**src/tsp_map.svh**
```systemverilog
`ifndef TSP_MAP_SVH
`define TSP_MAP_SVH

// register word indices on the plain software port
`define TSP_ADDR_CTRL      4'h0
`define TSP_ADDR_PERIOD    4'h1
`define TSP_ADDR_CMPA      4'h2
`define TSP_ADDR_COUNT     4'h3
`define TSP_ADDR_STATUS    4'h4

// control word fields
`define TSP_CTRL_MODE_LSB  0
`define TSP_CTRL_PIN_LSB   2
`define TSP_CTRL_OIL_BIT   4
`define TSP_CTRL_INV_BIT   5
`define TSP_CTRL_CLR_BIT   6
`define TSP_CTRL_DPX_BIT   7
`define TSP_CTRL_RUN_BIT   8

// mode and pin function codes
`define TSP_MODE_CAPTURE   2'h1
`define TSP_MODE_PULSE     2'h2
`define TSP_PIN_PULSE      2'h3
`define TSP_PIN_RISE       2'h0
`define TSP_PIN_FALL       2'h1
`define TSP_PIN_BOTH       2'h2
`define TSP_PIN_OFF        2'h3

// reset values
`define TSP_RST_CTRL       9'h000
`define TSP_RST_PERIOD     3'h0
`define TSP_RST_CMPA       10'h000
`define TSP_RST_COUNT      10'h000

// counter limits
`define TSP_COUNT_MAX      10'h3ff
`define TSP_PERIOD_FULL    3'h0

`endif

```
**src/tsp_pkg.sv**
```systemverilog
package tsp_pkg;
	typedef struct packed {
		logic [3:0] addr;
		logic [9:0] wdata;
		logic       wr;
		logic       rd;
	} tsp_bus_req_type;

	typedef struct packed {
		logic       counter_run_bit;
		logic       duty_period_swap;
		logic       clear_source_select;
		logic       output_invert;
		logic       output_initial_level;
		logic       pin_function_sel_hi;
		logic       pin_function_sel_lo;
		logic       timer_mode_sel_hi;
		logic       timer_mode_sel_lo;
	} tsp_ctrl_type;
endpackage

```
**src/tsp_timer.sv**
```systemverilog
// Strobed register access and the address map were chosen for this implementation.
`timescale 1ns/1ps
`include "tsp_map.svh"

// How it works
// RL1 - software selects single pulse with mode 10 and pin function 11, unchanged
// RL2 - run bit rising starts counter and drives pulse leading edge
// RL3 - external trigger edge in pulse mode sets the run bit
// RL4 - clearing run bit ends the pulse; run stays high while active
// RL5 - compare A match in pulse mode clears run bit, ending the pulse
// RL6 - compare A match in pulse mode raises the interrupt request
// RL7 - in pulse mode counter clears only on run bit rising
// RL8 - pulse mode ignores period value, clear select and swap bit
// RL9 - software selects capture with mode field 01
// RL10 - capture mode counter starts on run bit rising
// RL11 - selected capture edge copies counter into compare A, raises interrupt
// RL12 - pin function picks rising, falling, both; 11 disables capture only
// RL13 - capture mode counter runs regardless of pin until run falls
// RL14 - capture mode period match resets counter to zero
// RL15 - capture mode period match raises interrupt request
// RL16 - period zero lets counter run to full count before wrapping
// RL17 - capture mode has no output; level, invert, clear, swap ignored
// RL18 - capture pin watched even when configured as output
// RL19 - counter is ten bits wide
// RL20 - period value compared with counter bits nine to seven
// RL21 - run falling stops counter, value held until run rises
// RL22 - run bit and trigger sampled on clock, edges by previous level
// RL23 - capture pin chosen by outside pin-sharing select input
module tsp_timer
	import tsp_pkg::*;
(
	input  wire logic       core_clk,            // system clock
	input  wire logic       reset_n,             // async reset, active low
	input  wire logic       count_tick,          // timer clock enable pulse
	input  tsp_bus_req_type bus_req,             // software register port
	output logic      [9:0] bus_rdata,           // read data, cycle after read
	input  wire logic       external_trigger_pin,// pulse trigger input
	input  wire logic       capture_pin_first,   // capture input, first pin
	input  wire logic       capture_pin_second,  // capture input, second pin
	input  wire logic       capture_pin_select,  // pin-sharing: 1 picks second
	output logic            timer_out,           // pulse output pin
	output logic            timer_irq            // interrupt request pulse
);

	tsp_ctrl_type ctrl_reg;
	tsp_ctrl_type ctrl_next;
	logic [2:0]   period_value_p;
	logic [9:0]   compare_value_a;
	logic [9:0]   count_reg;
	logic [9:0]   count_next;
	logic         run_prev_reg;
	logic         trig_prev_reg;
	logic         cap_prev_reg;
	logic         pulse_reg;

	wire logic [1:0] mode_w     = {ctrl_reg.timer_mode_sel_hi, ctrl_reg.timer_mode_sel_lo};
	wire logic [1:0] pinf_w     = {ctrl_reg.pin_function_sel_hi, ctrl_reg.pin_function_sel_lo};
	wire logic       pulse_mode = (mode_w == `TSP_MODE_PULSE) && (pinf_w == `TSP_PIN_PULSE);
	wire logic       cap_mode   = (mode_w == `TSP_MODE_CAPTURE);
	wire logic       run        = ctrl_reg.counter_run_bit;
	wire logic       run_rise   = run && !run_prev_reg;                          // RL22
	wire logic       trig_rise  = external_trigger_pin && !trig_prev_reg;         // RL22
	wire logic       cap_pin    = capture_pin_select ? capture_pin_second : capture_pin_first; // RL23 RL18
	wire logic       cap_rise   = cap_pin && !cap_prev_reg;
	wire logic       cap_fall   = !cap_pin && cap_prev_reg;
	wire logic       cap_edge   = (pinf_w == `TSP_PIN_RISE) ? cap_rise :
	                              (pinf_w == `TSP_PIN_FALL) ? cap_fall :
	                              (pinf_w == `TSP_PIN_BOTH) ? (cap_rise || cap_fall) : 1'b0; // RL12
	wire logic       do_capture = cap_mode && run && cap_edge;                   // RL11
	wire logic       counting   = run && !run_rise && count_tick;                 // RL21
	wire logic       match_a    = pulse_mode && counting && (count_reg == compare_value_a); // RL5
	wire logic       p_hit      = (period_value_p == `TSP_PERIOD_FULL) ? (count_reg == `TSP_COUNT_MAX) :
	                              (count_reg[9:7] == period_value_p);                 // RL16 RL20
	wire logic       match_p    = cap_mode && counting && p_hit;                      // RL14
	wire logic       active_lvl = ctrl_reg.output_initial_level ^ ctrl_reg.output_invert;
	wire logic       ctrl_wr    = bus_req.wr && (bus_req.addr == `TSP_ADDR_CTRL);
	wire logic       trig_set   = pulse_mode && trig_rise;                       // RL3

	always_comb begin
		ctrl_next = ctrl_reg;
		if (ctrl_wr)
			ctrl_next = tsp_ctrl_type'(bus_req.wdata[8:0]);
		if (match_a)
			ctrl_next.counter_run_bit = 1'b0;                                // RL5
		if (trig_set)
			ctrl_next.counter_run_bit = 1'b1;                                // RL3
	end

	always_comb begin
		count_next = count_reg;
		if (run_rise)
			count_next = `TSP_RST_COUNT;                                      // RL7 RL10
		else if (match_p)
			count_next = `TSP_RST_COUNT;                                      // RL14
		else if (counting && !match_a)
			count_next = count_reg + 10'h001;                                 // RL13 RL19
	end

	always_ff @(posedge core_clk or negedge reset_n) begin
		if (!reset_n) begin
			ctrl_reg       <= tsp_ctrl_type'(`TSP_RST_CTRL);
			period_value_p <= `TSP_RST_PERIOD;
			compare_value_a <= `TSP_RST_CMPA;
			count_reg      <= `TSP_RST_COUNT;
			run_prev_reg   <= 1'b0;
			trig_prev_reg  <= 1'b0;
			cap_prev_reg   <= 1'b0;
			pulse_reg      <= 1'b0;
		end else begin
			ctrl_reg      <= ctrl_next;
			count_reg     <= count_next;
			run_prev_reg  <= run;
			trig_prev_reg <= external_trigger_pin;
			cap_prev_reg  <= cap_pin;
			pulse_reg     <= pulse_mode && ctrl_next.counter_run_bit;          // RL2 RL4
			if (bus_req.wr && bus_req.addr == `TSP_ADDR_PERIOD)
				period_value_p <= bus_req.wdata[2:0];
			if (do_capture)
				compare_value_a <= count_reg;                                  // RL11
			else if (bus_req.wr && bus_req.addr == `TSP_ADDR_CMPA)
				compare_value_a <= bus_req.wdata;
		end
	end

	// output pin: active level and invert apply only in pulse mode
	wire logic out_next = pulse_mode ?
	                      ((pulse_reg ~^ ctrl_reg.output_initial_level) ^ ctrl_reg.output_invert) : 1'b0; // RL17 RL8
	wire logic irq_next = match_a || match_p || do_capture;                    // RL6 RL15 RL11
	wire logic [9:0] rd_mux = (bus_req.addr == `TSP_ADDR_CTRL)   ? {1'b0, ctrl_reg} :
	                          (bus_req.addr == `TSP_ADDR_PERIOD) ? {7'h00, period_value_p} :
	                          (bus_req.addr == `TSP_ADDR_CMPA)   ? compare_value_a :
	                          (bus_req.addr == `TSP_ADDR_COUNT)  ? count_reg :
	                          (bus_req.addr == `TSP_ADDR_STATUS) ? {8'h00, pulse_reg, run} : 10'h000;

	always_ff @(posedge core_clk or negedge reset_n) begin
		if (!reset_n) begin
			timer_out <= 1'b0;
			timer_irq <= 1'b0;
			bus_rdata <= 10'h000;
		end else begin
			timer_out <= out_next;
			timer_irq <= irq_next;
			bus_rdata <= bus_req.rd ? rd_mux : 10'h000;
		end
	end

	a_pulse_a_stop: assert property ( // RL5
		@(posedge core_clk) disable iff (!reset_n)
		match_a && !trig_set
		|=> !run
	) else
		$error("compare A match did not clear run");

	a_pulse_a_irq: assert property ( // RL6
		@(posedge core_clk) disable iff (!reset_n)
		match_a
		|=> timer_irq
	) else
		$error("compare A match gave no interrupt");

	a_run_rise_clear: assert property ( // RL7
		@(posedge core_clk) disable iff (!reset_n)
		run_rise
		|=> count_reg == `TSP_RST_COUNT
	) else
		$error("run rise did not clear counter");

	a_trig_sets_run: assert property ( // RL3
		@(posedge core_clk) disable iff (!reset_n)
		trig_set
		|=> run
	) else
		$error("trigger did not set run");

	a_capture_copy: assert property ( // RL11
		@(posedge core_clk) disable iff (!reset_n)
		do_capture
		|=> compare_value_a == $past(count_reg) && timer_irq
	) else
		$error("capture failed");

	a_period_wrap: assert property ( // RL14
		@(posedge core_clk) disable iff (!reset_n)
		match_p && !run_rise
		|=> count_reg == `TSP_RST_COUNT && timer_irq
	) else
		$error("period match missed");

	a_stop_hold: assert property ( // RL21
		@(posedge core_clk) disable iff (!reset_n)
		!run && !$past(run)
		|-> $stable(count_reg)
	) else
		$error("stopped counter moved");

	a_pulse_level: assert property ( // RL4
		@(posedge core_clk) disable iff (!reset_n)
		pulse_mode
		|=> pulse_reg == run
	) else
		$error("pulse state does not follow run");

	a_cap_off: assert property ( // RL12
		@(posedge core_clk) disable iff (!reset_n)
		pinf_w == `TSP_PIN_OFF
		|-> !do_capture
	) else
		$error("capture while disabled");

	a_pulse_lead_edge: assert property ( // RL2
		@(posedge core_clk) disable iff (!reset_n)
		pulse_mode && $past(pulse_mode) && run_rise
		|=> timer_out == $past(active_lvl)
	) else
		$error("pulse leading edge missing");

	a_pulse_trail_edge: assert property ( // RL4
		@(posedge core_clk) disable iff (!reset_n)
		pulse_mode && !pulse_reg
		|=> timer_out != $past(active_lvl)
	) else
		$error("output active with pulse ended");

	a_cap_no_out: assert property ( // RL17
		@(posedge core_clk) disable iff (!reset_n)
		!pulse_mode
		|=> !timer_out
	) else
		$error("output driven outside pulse mode");

	a_pulse_no_period: assert property ( // RL8
		@(posedge core_clk) disable iff (!reset_n)
		pulse_mode
		|-> !match_p
	) else
		$error("period match in pulse mode");

	a_pulse_hold_zero: assert property ( // RL7
		@(posedge core_clk) disable iff (!reset_n)
		pulse_mode && !run_rise && count_reg != `TSP_RST_COUNT && count_reg != `TSP_COUNT_MAX
		|=> count_reg != `TSP_RST_COUNT
	) else
		$error("pulse counter cleared without run rise");

	a_cap_count_step: assert property ( // RL13
		@(posedge core_clk) disable iff (!reset_n)
		cap_mode && counting && !match_p
		|=> count_reg == $past(count_reg) + 10'h001
	) else
		$error("capture counter did not advance");

	a_cap_start_clear: assert property ( // RL10
		@(posedge core_clk) disable iff (!reset_n)
		cap_mode && run_rise
		|=> count_reg == `TSP_RST_COUNT
	) else
		$error("capture counter did not start from zero");

	a_period_irq: assert property ( // RL15
		@(posedge core_clk) disable iff (!reset_n)
		match_p
		|=> timer_irq
	) else
		$error("period match gave no interrupt");

	a_full_period_max: assert property ( // RL16
		@(posedge core_clk) disable iff (!reset_n)
		match_p && period_value_p == `TSP_PERIOD_FULL
		|-> count_reg == `TSP_COUNT_MAX
	) else
		$error("zero period wrapped early");

	a_full_period_hit: assert property ( // RL16
		@(posedge core_clk) disable iff (!reset_n)
		cap_mode && counting && period_value_p == `TSP_PERIOD_FULL && count_reg == `TSP_COUNT_MAX
		|-> match_p
	) else
		$error("zero period missed full count");

	a_period_bits: assert property ( // RL20
		@(posedge core_clk) disable iff (!reset_n)
		cap_mode && counting && period_value_p != `TSP_PERIOD_FULL && count_reg[9:7] == period_value_p
		|-> match_p
	) else
		$error("period bits matched without match");

	a_irq_cause: assert property ( // RL6
		@(posedge core_clk) disable iff (!reset_n)
		!match_a && !match_p && !do_capture
		|=> !timer_irq
	) else
		$error("interrupt without event");

	a_run_edge_seen: assert property ( // RL22
		@(posedge core_clk) disable iff (!reset_n)
		$rose(run)
		|-> run_rise
	) else
		$error("run rise not detected");

	a_trig_edge_seen: assert property ( // RL22
		@(posedge core_clk) disable iff (!reset_n)
		pulse_mode && $rose(external_trigger_pin)
		|-> trig_set
	) else
		$error("trigger edge not detected");

	a_cap_second_pin: assert property ( // RL23
		@(posedge core_clk) disable iff (!reset_n)
		cap_mode && run && pinf_w == `TSP_PIN_RISE && capture_pin_select && $past(capture_pin_select)
		&& $rose(capture_pin_second)
		|-> do_capture
	) else
		$error("second capture pin not watched");

	a_cap_fall_only: assert property ( // RL12
		@(posedge core_clk) disable iff (!reset_n)
		pinf_w == `TSP_PIN_FALL && !cap_fall
		|-> !do_capture
	) else
		$error("capture on wrong edge");

	a_cap_both_edges: assert property ( // RL12
		@(posedge core_clk) disable iff (!reset_n)
		cap_mode && run && pinf_w == `TSP_PIN_BOTH && (cap_rise || cap_fall)
		|-> do_capture
	) else
		$error("capture missed on either edge");

	a_count_wrap: assert property ( // RL19
		@(posedge core_clk) disable iff (!reset_n)
		counting && !match_a && !match_p && count_reg == `TSP_COUNT_MAX
		|=> count_reg == `TSP_RST_COUNT
	) else
		$error("counter did not wrap at ten bits");

	a_cap_a_hold: assert property ( // RL11
		@(posedge core_clk) disable iff (!reset_n)
		!do_capture && !(bus_req.wr && bus_req.addr == `TSP_ADDR_CMPA)
		|=> $stable(compare_value_a)
	) else
		$error("compare A changed without cause");

	a_cap_off_runs: assert property ( // RL12
		@(posedge core_clk) disable iff (!reset_n)
		cap_mode && pinf_w == `TSP_PIN_OFF && counting && !match_p
		|=> count_reg != $past(count_reg)
	) else
		$error("counter stopped with capture disabled");

endmodule // tsp_timer

```
**config.mk**
```make
export PLATFORM = sky130hd
export DESIGN_NAME = tsp_timer
export DESIGN_NICKNAME = d
export VERILOG_FILES = /design/src/tsp_pkg.sv /design/src/tsp_timer.sv
export VERILOG_INCLUDE_DIRS = /design/src
export SDC_FILE = /design/constraint.sdc
export NUM_CORES = 1
export LEC_CHECK = 0
export ABC_AREA = 1
export BUFFER_PORTS_ARGS = -buffer_cell sky130_fd_sc_hd__buf_2
export CELL_PAD_IN_SITES_DETAIL_PLACEMENT = 2
export CELL_PAD_IN_SITES_GLOBAL_PLACEMENT = 2
export CORE_MARGIN = 4
export CORE_UTILIZATION = 31
export CTS_CLUSTER_SIZE = 24
export DETAILED_ROUTE_END_ITERATION = 16
export GPL_TIMING_DRIVEN = 0
export PLACE_DENSITY = 0.79
export SYNTH_ARGS = -nofsm -noshare
export SYNTH_HDL_FRONTEND = slang
export SYNTH_SLANG_ARGS = --single-unit
```
**constraint.sdc**
```tcl
create_clock -name core_clk -period 1.5 [get_ports core_clk]
set_input_delay 0.225 -clock core_clk [delete_from_list [all_inputs] [get_ports core_clk]]
set_output_delay 0.225 -clock core_clk [all_outputs]
set_load 0.02 [all_outputs]
```
## Yosys cells after proc, flatten, opt, wreduce, memory -nomap -nowiden

Cells that the tools add are included.

| operators by class | value |
|---|---|
| add/subtract/negate cells | 1 |
| eq/ne operators | 12 |
| multiplexer cells | 20 |
| bitwise gates (word level) | 2 |
| reduce and logical (&&, ||, !) cells | 33 |

Operators by type and width:

| kind | count |
|---|---|
| 10-bit two-way mux | 10 |
| 1-bit logical AND | 19 |
| 10-bit by 1-bit adder with 10-bit output, second input constant | 1 |
| 10-bit == test | 1 |
| 10-bit == test, second input constant | 1 |
| 9-bit two-way mux | 1 |
| 4-bit by 2-bit == test with 1-bit output, second input constant | 2 |
| 1-bit two-way mux | 8 |
| 2-bit == test, second input constant | 3 |
| 1-bit logical NOT | 6 |
| 2-bit by 1-bit == test with 1-bit output, second input constant | 2 |
| 4-bit by 1-bit == test with 1-bit output, second input constant | 1 |
| 4-bit by 3-bit == test with 1-bit output, second input constant | 1 |
| 4-bit logical NOT | 1 |
| 3-bit == test | 1 |
| 3-bit logical NOT | 1 |
| 1-bit logical OR | 3 |
| 3-bit nonzero test | 1 |
| 2-bit logical NOT | 1 |
| 2-bit two-way mux | 1 |
| 2-bit nonzero test | 1 |
| 1-bit bitwise XNOR | 1 |
| 1-bit bitwise XOR | 1 |

| storage, ports and cells | value |
|---|---|
| flip-flop bits (word level) | 48 |
| bits of input ports | 23 |
| output and inout port bits | 12 |
| logic and storage cells | 87 |

## Longest topological paths before layout

Gate-level depths: netlist (run 1).

| depth | value |
|---|---|
| word-level depth | 12 |
| mapped depth | 12 |
| gate-level depth less buffers | 10 |

## Least setup slack after synthesis (run 1)

No wires, ideal clock.

| path | value |
|---|---|
| path type | register to register |
| start point | register count_reg[1] |
| end point | register count_reg[5] |
| setup time | 117 ps |
| arrival time | 1437 ps |
| required time | 1383 ps |
| path slack | -54 ps |
| cell stages (with the launch flop) | 11 |
| path buffers | 0 |
| cell sequence | dfrtp_1 -> ha_1 -> nand2_1 -> nor2_2 -> nand3b_1 -> nand2_1 -> nand3_4 -> nand2_4 -> inv_2 -> nand3_1 -> nand2_1 |

| on the way | value |
|---|---|
| cells in the longest elaborated chain, start to end | 5 |
| elaborated cells on any way between the ends | 12 |
| those cells by class | add/sub (1); eq/ne (2); mux (4); reduce/logical (5) |

RTL lines:

| what | line | text |
|---|---|---|
| start: declaration | tsp_timer.sv:49 | `logic [9:0] count_reg;` |
| start signal: assignment | tsp_timer.sv:104 | `` count_reg <= `TSP_RST_COUNT; `` |
| start signal: assignment | tsp_timer.sv:111 | `count_reg <= count_next;` |
| parallel branches: the longest is 5 deep, another holds 10-bit by 1-bit adder with 10-bit output | -- |  |

Parallel ways; which one is timed is not known. The select of a mux whose other input is x is not followed.
A chain may end at the register's enable or synchronous reset.

## Worst setup path after layout (run 1)

| path | value |
|---|---|
| start point | register count_reg[0] |
| end point | register count_reg[4] |

Same word-level chain as after synthesis.

==> impl_metrics.py, run 1 <==
metrics = {
    "yosys": {
        "yosysTopAreaCell": "dfrtp_1",
        "yosys.area.top_type_share": 0.4328,
        "ys_types": 36,
        "synth_area_per_cell_sq_um": 7.975,
        "ys_ff_latch": 48,
        "syn_nets": 374,
        "synth_cells": 348,
        "yosys_most_used_dff": "dfrtp_1",
        "synthArstFlopShare": 1.000,
        "synth_edf_count": 0,
        "netlist_area_sq_um": 2775,
        "synthTopCellsByArea": "dfrtp_1, nand2_1, inv_1",
        "synth_most_common_cell": "nand2_1",
        "seq_area_frac_synth": 0.4328,
        "yosysWarnings": 0,
        "synth_common_cells": "nand2_1, dfrtp_1, inv_1",
    },
    "timing": {
        "fin_crit_sh": 1.117,
        "fin_crit_ns": 1.675,
        "finalHoldViolCount": 0,
        "tightest_slew_ns": 1.151,
        "setup_ws_ns": -0.1754,
        "report.final.setup_viol": 23,
        "rsz0062_at_grt": "yes",
        "drv_slew": 0,
        "clock_skew_ns": 0.01035,
        "relSlewSlack": 0.2327,
        "fmax_mhz": 596.9,
    },
    "drt": {
        "drcViolationCount": 0,
        "wirelength_um": 13140,
        "dr.first_iter.drc_count": 102,
        "via_per_inst": 5.473,
        "vias": 2906,
        "drt-wirelength-per-cell_um": 24.74,
        "final_antenna_net_count": 0,
        "dr.pass1.iters": 4,
    },
    "floorplanning": {
        "num_rows": 34,
        "die_h_um": 102.6,
        "ios": 35,
        "initial_core_util": 0.3182,
        "die_w_um": 102.6,
        "coreArea_sq_um": 8721,
        "dieArea_sq_um": 10530,
    },
    "worst_setup_path": {
        "arrival_ns": 1.88,
        "r2r_start": "count_reg[0]$_DFFE_PN0P_",
        "worst-r2r-cell-count": 10,
        "path_delay_family": "simple AND/OR/NAND/NOR gates",
        "r2r-end": "count_reg[4]$_DFFE_PN0P_",
        "worstSetupPathDepth": 10,
        "critPathSlowestCell": "dfrtp_2",
        "crit_fanout": 7,
        "cp-start-kind": "register",
        "reg2reg_slack_ns": -0.18,
        "crit_required_ns": 1.70,
        "path_cells": "ha_4, nand2_4, nor2_4, nand3b_1, nand2_2, nand3_4, nand2_4, inv_6, nand3_1, nand2_1",
        "crit_type": "reg -> reg",
        "cpMostUsedCell": "nand2_4",
        "path_buf_inv": 1,
        "slowest_delay_ns": 0.43,
        "end_kind": "register",
    },
    "global_route": {
        "grt-ovfl-total": 0,
        "grt_usage": 0.2265,
        "antenna_found_initial": 0,
        "grt_max_degree": 49,
        "grt_first_pass_wirelength_um": 17930,
        "grt_pass1_vias": 3234,
    },
    "cts": {
        "cts-root-buf": "clkbuf_8",
        "cts_tree": "built",
        "htreeDepth": 2,
        "cts_sinks": 48,
        "path_clk_slew_ns": 0.10,
        "cts_buffer_depth": 2,
        "cts_buffers": 5,
        "clock_latency_ns": 0.32,
    },
    "finish": {
        "insertedDiodeCount": 0,
        "drive_gt1_frac": 0.4492,
        "utilization": 0.4614,
        "syn_to_final_growth_pct": 45.00,
        "fillers": 931,
        "fin_nets": 448,
    },
    "power": {
        "ir_drop_uv": 499.1,
        "leakage_nw": 1.878,
        "power_w": 0.005323,
        "powerDensity_nw_per_um2": 1323,
    },
    "min_path": {
        "holdPathStages": 1,
        "min_to": "trig_prev_reg$_DFF_PN0_",
        "hold_start": "external_trigger_pin",
        "hp-class": "in -> reg",
    },
    "place": {
        "hpwl_um": 6795,
        "numPortBuffers": 34,
        "gp_congestion": 0.8442,
    },
    "run_status": {
        "status": "finished with violations",
        "failed_checks": "negative setup slack",
    },
    "run": {
        "drv_cap": 0,
    },
}
[per-layer routing]
layer | up-vias | share of wire | GRT usage
met5 | - | 0 | 0
met4 | 0 | 0.028 | 0.05954
met3 | 29 | 0.029 | 0.02842
met2 | 69 | 0.54 | 0.4305
met1 | 1539 | 0.40 | 0.2659
li1 | 1269 | - | -
[worst reg2reg max path, delay by kind of cell (launching register included)]
family                     cells  cell delay, ns
and+or+nand+nor                8            0.91
DFF                            1            0.43
adders and majority gates      1            0.16
buffers and inverters          1            0.06
[where the power goes]
group / switching [W] / internal (W) / leakage (nW) / total [W]
registers: 0.000297 / 0.00155 / 0.613 / 0.00185
clock network: 0.000504 / 0.000547 / 0.0614 / 0.00105
logic: 0.00141 / 0.00101 / 1.20 / 0.00242
total: 0.00221 / 0.00311 / 1.88 / 0.00532
[repair_timing]
item | 4_1_cts | 5_1_grt
endpoints found under the setup margin | 23 | 23
buffers inserted | 17 | 14
endpoints found under the hold margin | 0 | 0
resized for setup | 56 | 69
hold buffers | 0 | 0
pin swaps | 13 | 22
cloned | 4 | 0
[metrics by stage]
step           std cells  TNS (ns)  hold slack [ns]  setup slack (ns)  cell area [sq um]
6_report             531    -2.308          0.03847           -0.1754               4024
5_1_grt              531    -3.810          0.02372           -0.2608               4024
4_1_cts              517   -0.9047          0.02107          -0.08912               3649
3_5_place_dp         490    -9.484           0.3511           -0.5106               3094
3_3_place_gp         490    -8.142           0.3478           -0.4350               3094
2_1_floorplan        348   -0.1049         -0.07059          -0.01545               2789
[cell usage in the layout, fill, tap and decap left out, types with 9 or more instances in the layout]
| cell | count |
|---|---|
| o21ai_0 | 11 |
| buf_6 | 13 |
| inv_1 | 41 |
| dfrtp_2 | 10 |
| nand2_2 | 19 |
| nand2_1 | 71 |
| dfrtp_1 | 38 |
| o221ai_2 | 10 |
| buf_2 | 34 |
| inv_2 | 9 |
| nor2_1 | 19 |
| nand3_1 | 14 |
| nand3_4 | 14 |
| buf_4 | 22 |
[cells by family after synthesis]
| family | after synthesis | synth area share |
|---|---|---|
| compound gates | 47 | 0.1087 |
| simple gates | 168 | 0.2854 |
| buf+inv | 64 | 0.09829 |
| fa+ha+maj | 3 | 0.01353 |
| flops | 48 | 0.4328 |
| mux | 5 | 0.02029 |
| xor+xnor | 13 | 0.04103 |
[cell type report]
| type | instances | area, sq um | area share |
|---|---|---|---|
| buffer | 7 | 115.1 | 0.02861 |
| clock buffer | 6 | 82.58 | 0.02052 |
| clock inverter | 2 | 38.79 | 0.009639 |
| inverter | 55 | 219.0 | 0.05442 |
| multi-input combinational | 237 | 1725 | 0.4288 |
| sequential | 48 | 1214 | 0.3016 |
| tap | 108 | 135.1 | 0.03358 |
| timing repair buffer | 68 | 494.2 | 0.1228 |
[worst max-delay path by stage]
stage,start,endpoint,slack [ns]
6_report,count_reg[0]$_DFFE_PN0P_,count_reg[4]$_DFFE_PN0P_,-0.18
5_1_grt,count_reg[5]$_DFFE_PN0P_,count_reg[4]$_DFFE_PN0P_,-0.26
4_1_cts,count_reg[1]$_DFFE_PN0P_,count_reg[6]$_DFFE_PN0P_,-0.09
3_5_place_dp,capture_pin_first,compare_value_a[4]$_DFFE_PN0P_,-0.51
3_3_place_gp,capture_pin_first,compare_value_a[4]$_DFFE_PN0P_,-0.43
2_1_floorplan,count_reg[0]$_DFFE_PN0P_,count_reg[5]$_DFFE_PN0P_,-0.02
No activity file was read; power rests on OpenSTA's default activity.
==> inputs of run 2 (changes only) <==
--- a/config.mk
+++ b/config.mk
@@ -16,6 +16,7 @@
 export DETAILED_ROUTE_END_ITERATION = 16
 export GPL_TIMING_DRIVEN = 0
 export PLACE_DENSITY = 0.79
+export RECOVER_POWER = 100
 export SYNTH_ARGS = -nofsm -noshare
 export SYNTH_HDL_FRONTEND = slang
 export SYNTH_SLANG_ARGS = --single-unit
==> impl_metrics.py, run 2 (synthesis gave the netlist of run 1 again) <==
metrics = {
    "run_status": {
        "status": "finished with violations",
        "failed_checks": "negative setup slack",
    },
    "floorplanning": {
        "dieArea_sq_um": 10530,
        "die_w_um": 102.6,
        "coreArea_sq_um": 8721,
        "die_h_um": 102.6,
        "initial_core_util": 0.3182,
        "num_rows": 34,
        "ios": 35,
    },
    "worst_setup_path": {
        "path_buf_inv": 1,
        "crit_type": "reg -> reg",
        "reg2reg_slack_ns": -0.18,
        "r2r_start": "count_reg[0]$_DFFE_PN0P_",
        "path_delay_family": "simple AND/OR/NAND/NOR gates",
        "r2r-end": "count_reg[4]$_DFFE_PN0P_",
        "endpoint": "count_reg[4]$_DFFE_PN0P_",
        "critPathSlowestCell": "dfrtp_2",
        "arrival_ns": 1.88,
        "crit_fanout": 7,
        "path_cells": "ha_4, nand2_4, nor2_4, nand3b_1, nand2_2, nand3_4, nand2_4, inv_6, nand3_1, nand2_1",
        "cp-start-kind": "register",
        "cp-startpoint": "count_reg[0]$_DFFE_PN0P_",
        "cpMostUsedCell": "nand2_4",
        "worst-r2r-cell-count": 10,
        "crit_required_ns": 1.70,
        "slowest_delay_ns": 0.43,
        "worstSetupPathDepth": 10,
        "end_kind": "register",
    },
    "cts": {
        "htreeDepth": 2,
        "path_clk_slew_ns": 0.10,
        "postCtsHoldBufs": 0,
        "cts_tree": "built",
        "cts_buffer_depth": 2,
        "clock_latency_ns": 0.32,
        "cts-root-buf": "clkbuf_8",
        "cts_buffers": 5,
        "cts_sinks": 48,
    },
    "global_route": {
        "grt_max_degree": 49,
        "antenna_found_initial": 0,
        "grt-ovfl-total": 0,
        "grt_usage": 0.2265,
        "grt_first_pass_wirelength_um": 17930,
        "grt_pass1_vias": 3234,
    },
    "timing": {
        "relSlewSlack": 0.2327,
        "drv_slew": 0,
        "finalHoldViolCount": 0,
        "clock_skew_ns": 0.01042,
        "fmax_mhz": 596.9,
        "setup_ws_ns": -0.1754,
        "rsz0062_at_grt": "yes",
        "tightest_slew_ns": 1.151,
        "timing.hold.ws_ns": 0.03954,
        "finalSetupTns_ns": -2.307,
        "fin_crit_ns": 1.675,
        "fin_crit_sh": 1.117,
        "report.final.setup_viol": 23,
    },
    "finish": {
        "regArea_sq_um": 1214,
        "multi_input_area_sq_um": 1725,
        "fin_cells": 531,
        "syn_to_final_growth_pct": 44.95,
        "fillers": 932,
        "final_common_cell": "nand2_1",
        "insertedDiodeCount": 0,
        "fin_nets": 448,
        "drive_gt1_frac": 0.4468,
        "layout.cells.most_common_list": "nand2_1, inv_1, dfrtp_1, buf_2, buf_4",
    },
    "run": {
        "drv_cap": 0,
    },
    "drt": {
        "drt-wirelength-per-cell_um": 24.74,
        "vias": 2906,
        "final_antenna_net_count": 0,
        "wirelength_um": 13140,
        "dr.first_iter.drc_count": 102,
        "via_per_inst": 5.473,
        "dr.pass1.iters": 4,
        "drcViolationCount": 0,
    },
    "place": {
        "dp.cells": 490,
        "gp_congestion": 0.8442,
        "numPortBuffers": 34,
        "hpwl_um": 6795,
    },
    "min_path": {
        "hp-class": "in -> reg",
    },
    "power": {
        "leakage_nw": 1.875,
        "ir_drop_uv": 499.0,
        "powerDensity_nw_per_um2": 1323,
    },
}
-- run 2: changes by cell type in the layout (fill, tap and decap cells not counted) --
cell,change
buf_2,-1
clkbuf_1,+1
-- run 2: repair_timing --
action,CTS,global route
buffers inserted,17,14
endpoints found under the setup margin,23,23
gates cloned,4,0
resized for setup,56,69
pin swaps,13,22
-- run 2: stage by stage --
stage               power (W)    util  worst slack (ns)  area (sq um)
finish               0.005323  0.4613           -0.1754          4023
global route         0.005581  0.4613           -0.2608          4023
CTS                  0.004790  0.4184          -0.08912          3649
detailed placement   0.003203  0.3548           -0.5106          3094
global placement     0.003111  0.3548           -0.4350          3094
floorplan            0.002744       -          -0.01545          2789
-- run 2: where the power goes --
part | total (W) | internal [W] | switching [W]
Combinational | 0.00242 | 0.00101 | 0.00141
Clock | 0.00105 | 0.000547 | 0.000504
Sequential | 0.00185 | 0.00155 | 0.000297
Total | 0.00532 | 0.00311 | 0.00221
-- run 2: worst reg2reg max path: stages, from the launching register on --
cell	delay [ns]
dfrtp_2	0.43
ha_4	0.16
nand2_4	0.06
nor2_4	0.10
nand3b_1	0.14
nand2_2	0.18
nand3_4	0.16
nand2_4	0.12
inv_6	0.06
nand3_1	0.08
nand2_1	0.07
-- run 2: layout make-up --
class,instances,share of cell area
Timing Repair Buffer,68,0.1226
Buffer,7,0.02862
Clock inverter,2,0.009642
Tap cell,108,0.03359
Multi-Input combinational cell,237,0.4289
Clock buffer,6,0.02053
Sequential cell,48,0.3017
Inverter,55,0.05443
-- run 2: metal layers --
layer  vias up  wire, um  track usage
li1       1269         -            -
met1      1539      5284       0.2659
met2        69      7109       0.4305
met3        29       378      0.02842
met4         0       363      0.05954
met5         -         0            0
-- run 2: worst min path at each step --
stage,start,to,slack [ns],cells after the start
4_1_cts,external_trigger_pin,trig_prev_reg$_DFF_PN0_,0.02,1
2_1_floorplan,reset_n,bus_rdata[0]$_DFF_PN0_,-0.07,0
6_report,external_trigger_pin,trig_prev_reg$_DFF_PN0_,0.04,1
5_1_grt,external_trigger_pin,trig_prev_reg$_DFF_PN0_,0.03,1
3_5_place_dp,external_trigger_pin,trig_prev_reg$_DFF_PN0_,0.35,1
3_3_place_gp,external_trigger_pin,trig_prev_reg$_DFF_PN0_,0.35,1
